===== src/common/ifv_consts.svh =====
// Constants for the interrupt flag, vectoring and time base block.
`ifndef IFV_CONSTS_SVH
`define IFV_CONSTS_SVH

// Register byte offsets on the APB bus.
`define IFV_OFF_CTRL0 8'h00
`define IFV_OFF_CTRL1 8'h04
`define IFV_OFF_HALL 8'h08
`define IFV_OFF_TMR2 8'h0c
`define IFV_OFF_TBASE 8'h10
`define IFV_OFF_STATUS 8'h14

// Control register 0 field positions.
`define IFV_B_GLOBAL_EN 0
`define IFV_B_HALL_GRP_EN 1
`define IFV_B_EXT1_EN 2
`define IFV_B_CMP0_EN 3
`define IFV_B_HALL_GRP_FLAG 4
`define IFV_B_EXT1_FLAG 5
`define IFV_B_CMP0_FLAG 6

// Control register 1 field positions.
`define IFV_B_TBASE_EN 0
`define IFV_B_MF_EN 1
`define IFV_B_TBASE_FLAG 4
`define IFV_B_MF_FLAG 5

// Hall register field positions.
`define IFV_B_HALL_EN 0
`define IFV_B_HALL_FLAG 4
`define IFV_B_HALL_EDGE 8
`define IFV_B_EXT1_EDGE 14

// Timer-2 register field positions.
`define IFV_B_T2P_EN 0
`define IFV_B_T2A_EN 1
`define IFV_B_T2P_FLAG 4
`define IFV_B_T2A_FLAG 5

// Time base control field positions and reset value.
`define IFV_B_TB_PERIOD 4
`define IFV_B_TB_CLK_SEL 6
`define IFV_B_TB_ON 7
`define IFV_TB_PERIOD_RST 2'h3
`define IFV_TB_BASE 4096
`define IFV_PRE_LAST 2'h3

// Status register field positions.
`define IFV_B_ST_REQ 8
`define IFV_B_ST_FULL 9

// Edge detector lanes and fixed edge codes.
`define IFV_EDGE_N 6
`define IFV_LANE_EXT1 3
`define IFV_LANE_CMP0 4
`define IFV_LANE_TBCLK 5
`define IFV_EDGE_BOTH 2'h3
`define IFV_EDGE_RISE 2'h1

// Source count and vector addresses, index 0 has the highest priority.
`define IFV_NSRC 5
`define IFV_VEC_HALL 8'h04
`define IFV_VEC_EXT1 8'h08
`define IFV_VEC_CMP0 8'h0c
`define IFV_VEC_TBASE 8'h10
`define IFV_VEC_MF 8'h14

`endif


===== src/common/ifv_pkg.sv =====
// Types shared by the interrupt flag, vectoring and time base block.
`include "ifv_consts.svh"
package ifv_pkg;
   // State of the edge detector: two synchroniser stages, history, event.
   typedef struct packed {
      logic [`IFV_EDGE_N-1:0] s1;
      logic [`IFV_EDGE_N-1:0] s2;
      logic [`IFV_EDGE_N-1:0] s3;
      logic [`IFV_EDGE_N-1:0] evt;
   } ifv_edge_state_t;

   // State of the controller.
   typedef struct packed {
      logic global_irq_enable;
      logic hall_group_flag;
      logic hall_group_en;
      logic ext1_flag;
      logic ext1_en;
      logic cmp0_flag;
      logic cmp0_en;
      logic tbase_flag;
      logic tbase_en;
      logic multifunc_group_flag;
      logic multifunc_group_en;
      logic [2:0] hall_flag;
      logic [2:0] hall_en;
      logic [5:0] hall_edge_sel;
      logic [1:0] ext1_edge_sel;
      logic tmr2_match_a_flag;
      logic tmr2_match_p_flag;
      logic tmr2_match_a_en;
      logic tmr2_match_p_en;
      logic tbase_on;
      logic tbase_clk_sel;
      logic [1:0] tbase_period_sel;
      logic [14:0] tb_cnt;
      logic [1:0] pre;
      logic [31:0] prdata;
      logic [7:0] vector;
      logic push;
      logic load;
      logic pop;
      logic wake;
   } ifv_state_t;
endpackage


===== src/core/ifv_irq_ctrl.sv =====
// Interrupt request flags, vectoring to the core and the time base generator.
`timescale 1ns/1ps
`default_nettype none
`include "ifv_consts.svh"
module ifv_irq_ctrl #(
   // Ticks of the shortest time base period; lower it to speed up a simulation.
   parameter int TB_BASE = `IFV_TB_BASE
) (
   input wire logic pclk,
   input wire logic presetn,
   input wire logic psel,
   input wire logic penable,
   input wire logic pwrite,
   input wire logic [7:0] paddr,
   input wire logic [31:0] pwdata,
   output logic [31:0] prdata,
   output logic pready,
   output logic pslverr,
   input wire logic hall_in_a,
   input wire logic hall_in_b,
   input wire logic hall_in_c,
   input wire logic ext1_pin,
   input wire logic ext1_pull_sel,
   output logic ext1_pull_en,
   input wire logic cmp0_out,
   input wire logic tbase_src_clk,
   input wire logic tmr2_match_a,
   input wire logic tmr2_match_p,
   input wire logic stack_full,
   input wire logic instr_boundary,
   input wire logic return_from_irq,
   output logic irq_req,
   output logic stack_push,
   output logic pc_load,
   output logic [7:0] pc_vector,
   output logic stack_pop,
   output logic wake_req
);
   import ifv_pkg::*;

   // Shortest period as a 16-bit figure, so the shifted value cannot overflow.
   localparam logic [15:0] TB_BASE16 = 16'(TB_BASE);

   // Current and next state of the whole block.
   ifv_state_t s;
   ifv_state_t next_s;
   // Edge events: Hall a, b, c, external pin, comparator, time base clock.
   logic [`IFV_EDGE_N-1:0] evt;
   // Edge codes for the six detector lanes.
   logic [2*`IFV_EDGE_N-1:0] edge_sel;
   // Enabled, flagged sources in priority order.
   logic [`IFV_NSRC-1:0] pend;
   // Index of the winning source.
   logic [2:0] win;
   // Accept strobe: request standing at an instruction boundary.
   logic take;
   // Decoded APB phases.
   logic wr;
   logic rd_setup;
   // Address hits a mapped register.
   logic mapped;
   // Read value of the addressed register.
   logic [31:0] rdata;
   // Divider terminal count for the selected period.
   logic [14:0] tb_term;
   // One divider input tick.
   logic tb_tick;
   // All flags packed, before and after this cycle, for the wake detector.
   logic [9:0] flags_now;
   logic [9:0] flags_next;

   // The comparator toggles on either edge; the time base counts rising edges.
   assign edge_sel = {`IFV_EDGE_RISE, `IFV_EDGE_BOTH, s.ext1_edge_sel, s.hall_edge_sel};

   // Synchronise every asynchronous event input and detect its edges.
   ifv_edge_det u_edge (
      .pclk(pclk),
      .presetn(presetn),
      .pin({tbase_src_clk, cmp0_out, ext1_pin, hall_in_c, hall_in_b, hall_in_a}),
      .sel(edge_sel),
      .evt(evt)
   );

   // The pull-high choice passes straight to the pad in every pin mode.
   assign ext1_pull_en = ext1_pull_sel;

   // Sources that may vector, index 0 first.
   always_comb begin
      pend[0] = s.hall_group_flag & s.hall_group_en;
      pend[1] = s.ext1_flag & s.ext1_en;
      pend[2] = s.cmp0_flag & s.cmp0_en;
      pend[3] = s.tbase_flag & s.tbase_en;
      pend[4] = s.multifunc_group_flag & s.multifunc_group_en;
   end

   // Lowest index wins; the loop runs downward so the last hit is the lowest.
   always_comb begin
      win = 3'h0;
      for (int k = `IFV_NSRC - 1; k >= 0; k--) begin
         if (pend[k]) begin
            win = 3'(k);
         end
      end
   end

   // Request only with the global enable high and room on the stack.
   assign irq_req = s.global_irq_enable & ~stack_full & (|pend);
   // The core takes the request at the next instruction boundary.
   assign take = irq_req & instr_boundary;

   // APB decode; the slave never stalls, so pready is constant high.
   assign wr = psel & penable & pwrite;
   assign rd_setup = psel & ~penable;
   assign pready = 1'b1;
   assign pslverr = psel & penable & ~mapped;

   // Divider end value is the chosen period minus one.
   assign tb_term = 15'((TB_BASE16 << s.tbase_period_sel) - 16'h1);
   // Tick from the quarter-rate prescaler or the dedicated clock's rising edge.
   assign tb_tick = s.tbase_clk_sel ? (s.pre == `IFV_PRE_LAST) : evt[`IFV_LANE_TBCLK];

   // Read multiplexer; unused bits read as zero.
   always_comb begin
      rdata = 32'h0;
      mapped = 1'b1;
      case (paddr)
         `IFV_OFF_CTRL0: begin
            rdata[`IFV_B_GLOBAL_EN] = s.global_irq_enable;
            rdata[`IFV_B_HALL_GRP_EN] = s.hall_group_en;
            rdata[`IFV_B_EXT1_EN] = s.ext1_en;
            rdata[`IFV_B_CMP0_EN] = s.cmp0_en;
            rdata[`IFV_B_HALL_GRP_FLAG] = s.hall_group_flag;
            rdata[`IFV_B_EXT1_FLAG] = s.ext1_flag;
            rdata[`IFV_B_CMP0_FLAG] = s.cmp0_flag;
         end
         `IFV_OFF_CTRL1: begin
            rdata[`IFV_B_TBASE_EN] = s.tbase_en;
            rdata[`IFV_B_MF_EN] = s.multifunc_group_en;
            rdata[`IFV_B_TBASE_FLAG] = s.tbase_flag;
            rdata[`IFV_B_MF_FLAG] = s.multifunc_group_flag;
         end
         `IFV_OFF_HALL: begin
            rdata[`IFV_B_HALL_EN +: 3] = s.hall_en;
            rdata[`IFV_B_HALL_FLAG +: 3] = s.hall_flag;
            rdata[`IFV_B_HALL_EDGE +: 6] = s.hall_edge_sel;
            rdata[`IFV_B_EXT1_EDGE +: 2] = s.ext1_edge_sel;
         end
         `IFV_OFF_TMR2: begin
            // Bits 7 to 6 and 3 to 2 stay zero from the default above.
            rdata[`IFV_B_T2P_EN] = s.tmr2_match_p_en;
            rdata[`IFV_B_T2A_EN] = s.tmr2_match_a_en;
            rdata[`IFV_B_T2P_FLAG] = s.tmr2_match_p_flag;
            rdata[`IFV_B_T2A_FLAG] = s.tmr2_match_a_flag;
         end
         `IFV_OFF_TBASE: begin
            rdata[`IFV_B_TB_ON] = s.tbase_on;
            rdata[`IFV_B_TB_CLK_SEL] = s.tbase_clk_sel;
            rdata[`IFV_B_TB_PERIOD +: 2] = s.tbase_period_sel;
         end
         `IFV_OFF_STATUS: begin
            rdata[7:0] = s.vector;
            rdata[`IFV_B_ST_REQ] = irq_req;
            rdata[`IFV_B_ST_FULL] = stack_full;
         end
         default: begin
            mapped = 1'b0;
         end
      endcase
   end

   // Pack every flag so the wake logic sees each one's rising transition.
   // Only the current flags live here; the next ones are packed inside the
   // next-state process, so no loop runs between two combinational blocks.
   always_comb begin
      flags_now = {s.hall_group_flag, s.ext1_flag, s.cmp0_flag, s.tbase_flag,
                   s.multifunc_group_flag, s.hall_flag, s.tmr2_match_a_flag,
                   s.tmr2_match_p_flag};
   end

   // Next state. Order matters: software writes first, then the clears of
   // an accepted interrupt, then hardware events, so a hardware set always wins.
   always_comb begin
      next_s = s;
      next_s.push = 1'b0;
      next_s.load = 1'b0;
      next_s.pop = 1'b0;

      // Capture read data in the setup phase so it is a flop in the access phase.
      if (rd_setup) begin
         next_s.prdata = rdata;
      end

      // Register writes; a written one sets a flag, a zero clears it.
      if (wr) begin
         case (paddr)
            `IFV_OFF_CTRL0: begin
               next_s.global_irq_enable = pwdata[`IFV_B_GLOBAL_EN];
               next_s.hall_group_en = pwdata[`IFV_B_HALL_GRP_EN];
               next_s.ext1_en = pwdata[`IFV_B_EXT1_EN];
               next_s.cmp0_en = pwdata[`IFV_B_CMP0_EN];
               next_s.hall_group_flag = pwdata[`IFV_B_HALL_GRP_FLAG];
               next_s.ext1_flag = pwdata[`IFV_B_EXT1_FLAG];
               next_s.cmp0_flag = pwdata[`IFV_B_CMP0_FLAG];
            end
            `IFV_OFF_CTRL1: begin
               next_s.tbase_en = pwdata[`IFV_B_TBASE_EN];
               next_s.multifunc_group_en = pwdata[`IFV_B_MF_EN];
               next_s.tbase_flag = pwdata[`IFV_B_TBASE_FLAG];
               next_s.multifunc_group_flag = pwdata[`IFV_B_MF_FLAG];
            end
            `IFV_OFF_HALL: begin
               next_s.hall_en = pwdata[`IFV_B_HALL_EN +: 3];
               next_s.hall_flag = pwdata[`IFV_B_HALL_FLAG +: 3];
               next_s.hall_edge_sel = pwdata[`IFV_B_HALL_EDGE +: 6];
               next_s.ext1_edge_sel = pwdata[`IFV_B_EXT1_EDGE +: 2];
            end
            `IFV_OFF_TMR2: begin
               next_s.tmr2_match_p_en = pwdata[`IFV_B_T2P_EN];
               next_s.tmr2_match_a_en = pwdata[`IFV_B_T2A_EN];
               next_s.tmr2_match_p_flag = pwdata[`IFV_B_T2P_FLAG];
               next_s.tmr2_match_a_flag = pwdata[`IFV_B_T2A_FLAG];
            end
            `IFV_OFF_TBASE: begin
               next_s.tbase_on = pwdata[`IFV_B_TB_ON];
               next_s.tbase_clk_sel = pwdata[`IFV_B_TB_CLK_SEL];
               next_s.tbase_period_sel = pwdata[`IFV_B_TB_PERIOD +: 2];
            end
            default: begin
               // Status is read-only and other offsets hold nothing.
            end
         endcase
      end

      // Accepting an interrupt: drop the global enable and the winner's flag.
      // Member flags of a group are left for software to clear.
      if (take) begin
         next_s.global_irq_enable = 1'b0;
         next_s.push = 1'b1;
         next_s.load = 1'b1;
         case (win)
            3'h0: begin
               next_s.hall_group_flag = 1'b0;
               next_s.vector = `IFV_VEC_HALL;
            end
            3'h1: begin
               next_s.ext1_flag = 1'b0;
               next_s.vector = `IFV_VEC_EXT1;
            end
            3'h2: begin
               next_s.cmp0_flag = 1'b0;
               next_s.vector = `IFV_VEC_CMP0;
            end
            3'h3: begin
               next_s.tbase_flag = 1'b0;
               next_s.vector = `IFV_VEC_TBASE;
            end
            default: begin
               next_s.multifunc_group_flag = 1'b0;
               next_s.vector = `IFV_VEC_MF;
            end
         endcase
      end

      // Return from an interrupt pops the saved address off the stack.
      if (return_from_irq) begin
         next_s.pop = 1'b1;
      end

      // Hardware events set flags whatever the enables say, except the group flags, which need an enabled member.
      next_s.hall_flag = next_s.hall_flag | evt[2:0];
      if (|(evt[2:0] & s.hall_en)) begin
         next_s.hall_group_flag = 1'b1;
      end
      if (evt[`IFV_LANE_EXT1]) begin
         next_s.ext1_flag = 1'b1;
      end
      if (evt[`IFV_LANE_CMP0]) begin
         next_s.cmp0_flag = 1'b1;
      end
      if (tmr2_match_a) begin
         next_s.tmr2_match_a_flag = 1'b1;
      end
      if (tmr2_match_p) begin
         next_s.tmr2_match_p_flag = 1'b1;
      end
      if ((tmr2_match_a & s.tmr2_match_a_en) | (tmr2_match_p & s.tmr2_match_p_en)) begin
         next_s.multifunc_group_flag = 1'b1;
      end

      // Time base divider; it restarts from zero each time it is switched on.
      if (!s.tbase_on) begin
         next_s.tb_cnt = 15'h0;
         next_s.pre = 2'h0;
      end else begin
         next_s.pre = s.pre + 2'h1;
         if (tb_tick) begin
            if (s.tb_cnt >= tb_term) begin
               next_s.tb_cnt = 15'h0;
               next_s.tbase_flag = 1'b1;
            end else begin
               next_s.tb_cnt = s.tb_cnt + 15'h1;
            end
         end
      end

      // Wake pulse on any flag going from clear to set, software sets included.
      flags_next = {next_s.hall_group_flag, next_s.ext1_flag, next_s.cmp0_flag,
                    next_s.tbase_flag, next_s.multifunc_group_flag, next_s.hall_flag,
                    next_s.tmr2_match_a_flag, next_s.tmr2_match_p_flag};
      next_s.wake = |(flags_next & ~flags_now);
   end

   // Register the whole state; the period field resets to its longest code.
   always_ff @(posedge pclk or negedge presetn) begin
      if (!presetn) begin
         s <= '0;
         s.tbase_period_sel <= `IFV_TB_PERIOD_RST;
      end else begin
         s <= next_s;
      end
   end

   // Outputs straight from the state flops.
   assign prdata = s.prdata;
   assign stack_push = s.push;
   assign pc_load = s.load;
   assign pc_vector = s.vector;
   assign stack_pop = s.pop;
   assign wake_req = s.wake;
endmodule // ifv_irq_ctrl
`default_nettype wire


===== src/core/ifv_edge_det.sv =====
// Pin synchroniser and selectable edge detector for the event inputs.
`timescale 1ns/1ps
`default_nettype none
`include "ifv_consts.svh"
module ifv_edge_det (
   input wire logic pclk,
   input wire logic presetn,
   input wire logic [`IFV_EDGE_N-1:0] pin,
   input wire logic [2*`IFV_EDGE_N-1:0] sel,
   output logic [`IFV_EDGE_N-1:0] evt
);
   import ifv_pkg::*;

   // Current and next state.
   ifv_edge_state_t s;
   ifv_edge_state_t next_s;
   // Per-lane edge match, read from the second stage onward only.
   logic [`IFV_EDGE_N-1:0] hit;

   // Each lane: code bit 0 selects rising, bit 1 selects falling edges.
   genvar i;
   generate
      for (i = 0; i < `IFV_EDGE_N; i = i + 1) begin : g_lane
         assign hit[i] = (sel[2*i] & s.s2[i] & ~s.s3[i]) |
                         (sel[2*i+1] & ~s.s2[i] & s.s3[i]);
      end
   endgenerate

   // Shift the pins through two stages before any edge logic looks at them.
   always_comb begin
      next_s = s;
      next_s.s1 = pin;
      next_s.s2 = s.s1;
      next_s.s3 = s.s2;
      next_s.evt = hit;
   end

   // Register the whole state.
   always_ff @(posedge pclk or negedge presetn) begin
      if (!presetn) begin
         s <= '0;
      end else begin
         s <= next_s;
      end
   end

   assign evt = s.evt;
endmodule // ifv_edge_det
`default_nettype wire


===== config.mk =====
export PLATFORM = sky130hd
export DESIGN_NAME = ifv_irq_ctrl
export DESIGN_NICKNAME = d
export VERILOG_FILES = /design/src/common/ifv_pkg.sv /design/src/core/ifv_irq_ctrl.sv /design/src/core/ifv_edge_det.sv
export VERILOG_INCLUDE_DIRS = /design/src /design/src/common
export SDC_FILE = /design/constraint.sdc
export NUM_CORES = 1
export LEC_CHECK = 0
export BUFFER_PORTS_ARGS = -buffer_cell sky130_fd_sc_hd__buf_2
export CELL_PAD_IN_SITES_DETAIL_PLACEMENT = 1
export CELL_PAD_IN_SITES_GLOBAL_PLACEMENT = 1
export CORE_MARGIN = 4
export CORE_UTILIZATION = 38
export CTS_CLUSTER_DIAMETER = 50
export DETAILED_ROUTE_END_ITERATION = 6
export HOLD_SLACK_MARGIN = 0.03
export PLACE_DENSITY = 0.83
export SLEW_MARGIN = 20
export SYNTH_ARGS = -nofsm -noshare
export SYNTH_HDL_FRONTEND = slang
export SYNTH_SLANG_ARGS = --single-unit
export TNS_END_PERCENT = 30

===== constraint.sdc =====
create_clock -name pclk -period 2.1 [get_ports pclk]
set_input_delay 0.105 -clock pclk [delete_from_list [all_inputs] [get_ports pclk]]
set_output_delay 0.105 -clock pclk [all_outputs]
set_load 0.01 [all_outputs]

==> metrics.cfg <==
[run_status]
outcome=finished with violations
violations=setup timing

[sta]
finalSetupTns_ps=-259
timing.final.crit_share=1.04
rsz0062_at_grt=true
finClkSkew_ps=7.53
setup_viol=7
fin_crit_ps=2190
worstMarginPinSlew_ps=632
whs_ps=52.8
finalMaxSlewViolations=0
fmax_mhz=456
worst_slack_ps=-91.2
hold_viol=0
slew_headroom=0.579

[routing]
wl_met2_um=6570
vias=3703
drc=0
viasPerCell=5.38
dr.first_iter.drc_count=207
drtAntennaViolNets=0
highest_layer=met4
wl_per_cell_um=19.2
wl_met3_um=779
first_pass_iters=5
m1WireLength_um=5440
wl_um=13200

[clock_network]
root_buffer=clkbuf_16
worstSkewPairLatency_ps=350
h-tree-depth=3
cts_num_sinks=96
numCtsBuffers=9
clkTransAtPathRegs_ps=70
cts_tree=yes
clockBufferDepth=2

[die]
die_area_um2=14200
dieWidth_um=119
ios=105
initial_core_util=0.391
num_rows=40
core_um2=12100
die_h_um=119

[critical_path]
end_kind=flip-flop
worstPathRequired_ps=2330
crit_fanout=7
critPathLaunchType=flip-flop
r2r_slack_ps=-90
reg2regPathDepth=7
arrival_ps=2430
crit_type=reg2reg

[place]
numPortBuffers=64
routabilityCongestion=0.857
dp_cells=649
place.detailed.hpwl_um=8950
placedInstanceArea_um2=5100
dp_slack_ps=-112

[logic_synthesis]
yosysMostFrequentCell=dfrtp_1
synth_warnings=0
synth_top_area_cell=dfrtp_1
synth-seq-area-share=0.510
synthFlopType=dfrtp_1
synth_edf_count=0
syn_inst=435
ys_top_cells_by_area=dfrtp_1 50%, buf_4 6.9%, nand2_1 3.6%
yosysTopAreaCellShare=0.499
synth.distinct_cells=57
avgSynthCellArea_um2=10.8
synth_common_cells=94 x dfrtp_1, 45 x nand2_1, 43 x buf_4
synth_area_um2=4710
synth-seq-cells=96
synth-async-reset-ratio=1.00

[hold_path]
hold-path-cell-count=2
min_path_type=in2reg

[global_route]
grt_max_degree=48
antenna_found_initial=0
grt_pass1_wl_um=21200
grt_usage=0.191
gr-total-overflow=0
first_global_vias=3951

[pwr]
ir_drop_mv=0.411
p_total_mw=3.79
power_density_nw_per_um2=662
p_leak_nw=2.73

[final_layout]
nets=578
fin_cells=688
num_antenna_cells=0
fin_util=0.475
fillCellCount=1326
layout-drive-gt1-share=0.296
area_growth_pct=21.6
fin_area_um2=5730

[flow_run]
maxCapViolCount=0

-- state kept, by name, summed over array words and instances (netlist names) --
signal and flops:
flags_now 10, s 32, u_edge.next_s 12, u_edge.evt 6, prdata 16, pc_vector 3
u_edge.s 6, pc_load 1, wake_req 1, stack_pop 1, edge_sel 8
-- layout make-up --
type	instances	area [um2]	area share
clock buffers	9	225	0.0393
inverters	12	45.0	0.00786
well taps	168	210	0.0367
repair buffers	108	744	0.130
multi-input cells	289	2050	0.357
clock inverters	6	52.6	0.00917
flip-flops and latches	96	2400	0.420
-- repair_timing --
| action | CTS | global route |
|---|---|---|
| hold buffers | 22 | 0 |
| setup buffers | 0 | 2 |
| endpoints found under the hold margin | 67 | 0 |
| resized for setup | 12 | 21 |
| setup endpoints to repair | 14 | 14 |
| gates cloned | 0 | 0 |
| pin swaps | 4 | 1 |
-- worst paths after layout --
path | startpoint | end
setup / recovery | s[62] | s[57]
hold / removal | pwdata[1] | s[91]
setup reg to reg | s[62] | s[57]
hold reg to reg | u_edge.next_s[17] | u_edge.next_s[11]
max in group asynchronous | presetn | s[61]
min in group asynchronous | presetn | prdata[14]
-- report_power, final --
group | leakage (nW) | switching [mW] | internal [mW]
Combinational | 1.36 | 0.156 | 0.110
Clock | 0.130 | 0.777 | 0.816
Sequential | 1.24 | 0.0407 | 1.89
-- layer usage --
| metal | GRT usage | up-vias |
|---|---|---|
| met5 | 0 | - |
| met4 | 0.0873 | 0 |
| met3 | 0.0389 | 34 |
| met2 | 0.319 | 130 |
| met1 | 0.237 | 1883 |
| li1 | - | 1656 |
-- placed cells by master, fill, tap and decap left out, drive strengths merged, types with 3 or more instances in the layout --
cell type	n
nand3	22
and2	4
o311ai	3
nor2	8
nand2b	9
inv	15
buf	86
or3	6
o22ai	6
nor2b	6
o21ai	30
and3	7
mux4	3
ha	5
nand3b	8
dfrtp	94
a32oi	6
mux2i	7
nor3	6
conb	22
mux2	23
a21o	7
nand2	48
nand4	3
dlygate4sd3	22
nor3b	4
o211ai	3
a21oi	12
clkbuf	9
a22o	8
-- cell families after synthesis --
group	share of synthesized area
compound gates	0.130
xor+xnor	0.00186
fa+ha+maj	0.0133
buf+inv	0.0940
flops	0.510
mux	0.0921
other cells	0.00159
simple gates	0.157
-- critical path, cell delays in order, from the launching register on --
cell and delay, ps:
dfstp_2 580, nor2_2 40, ha_1 300, nand3_2 80, or3_4 370, o211a_4 290
and3_4 180, a211o_1 230
No activity file was read; power rests on OpenSTA's default activity.
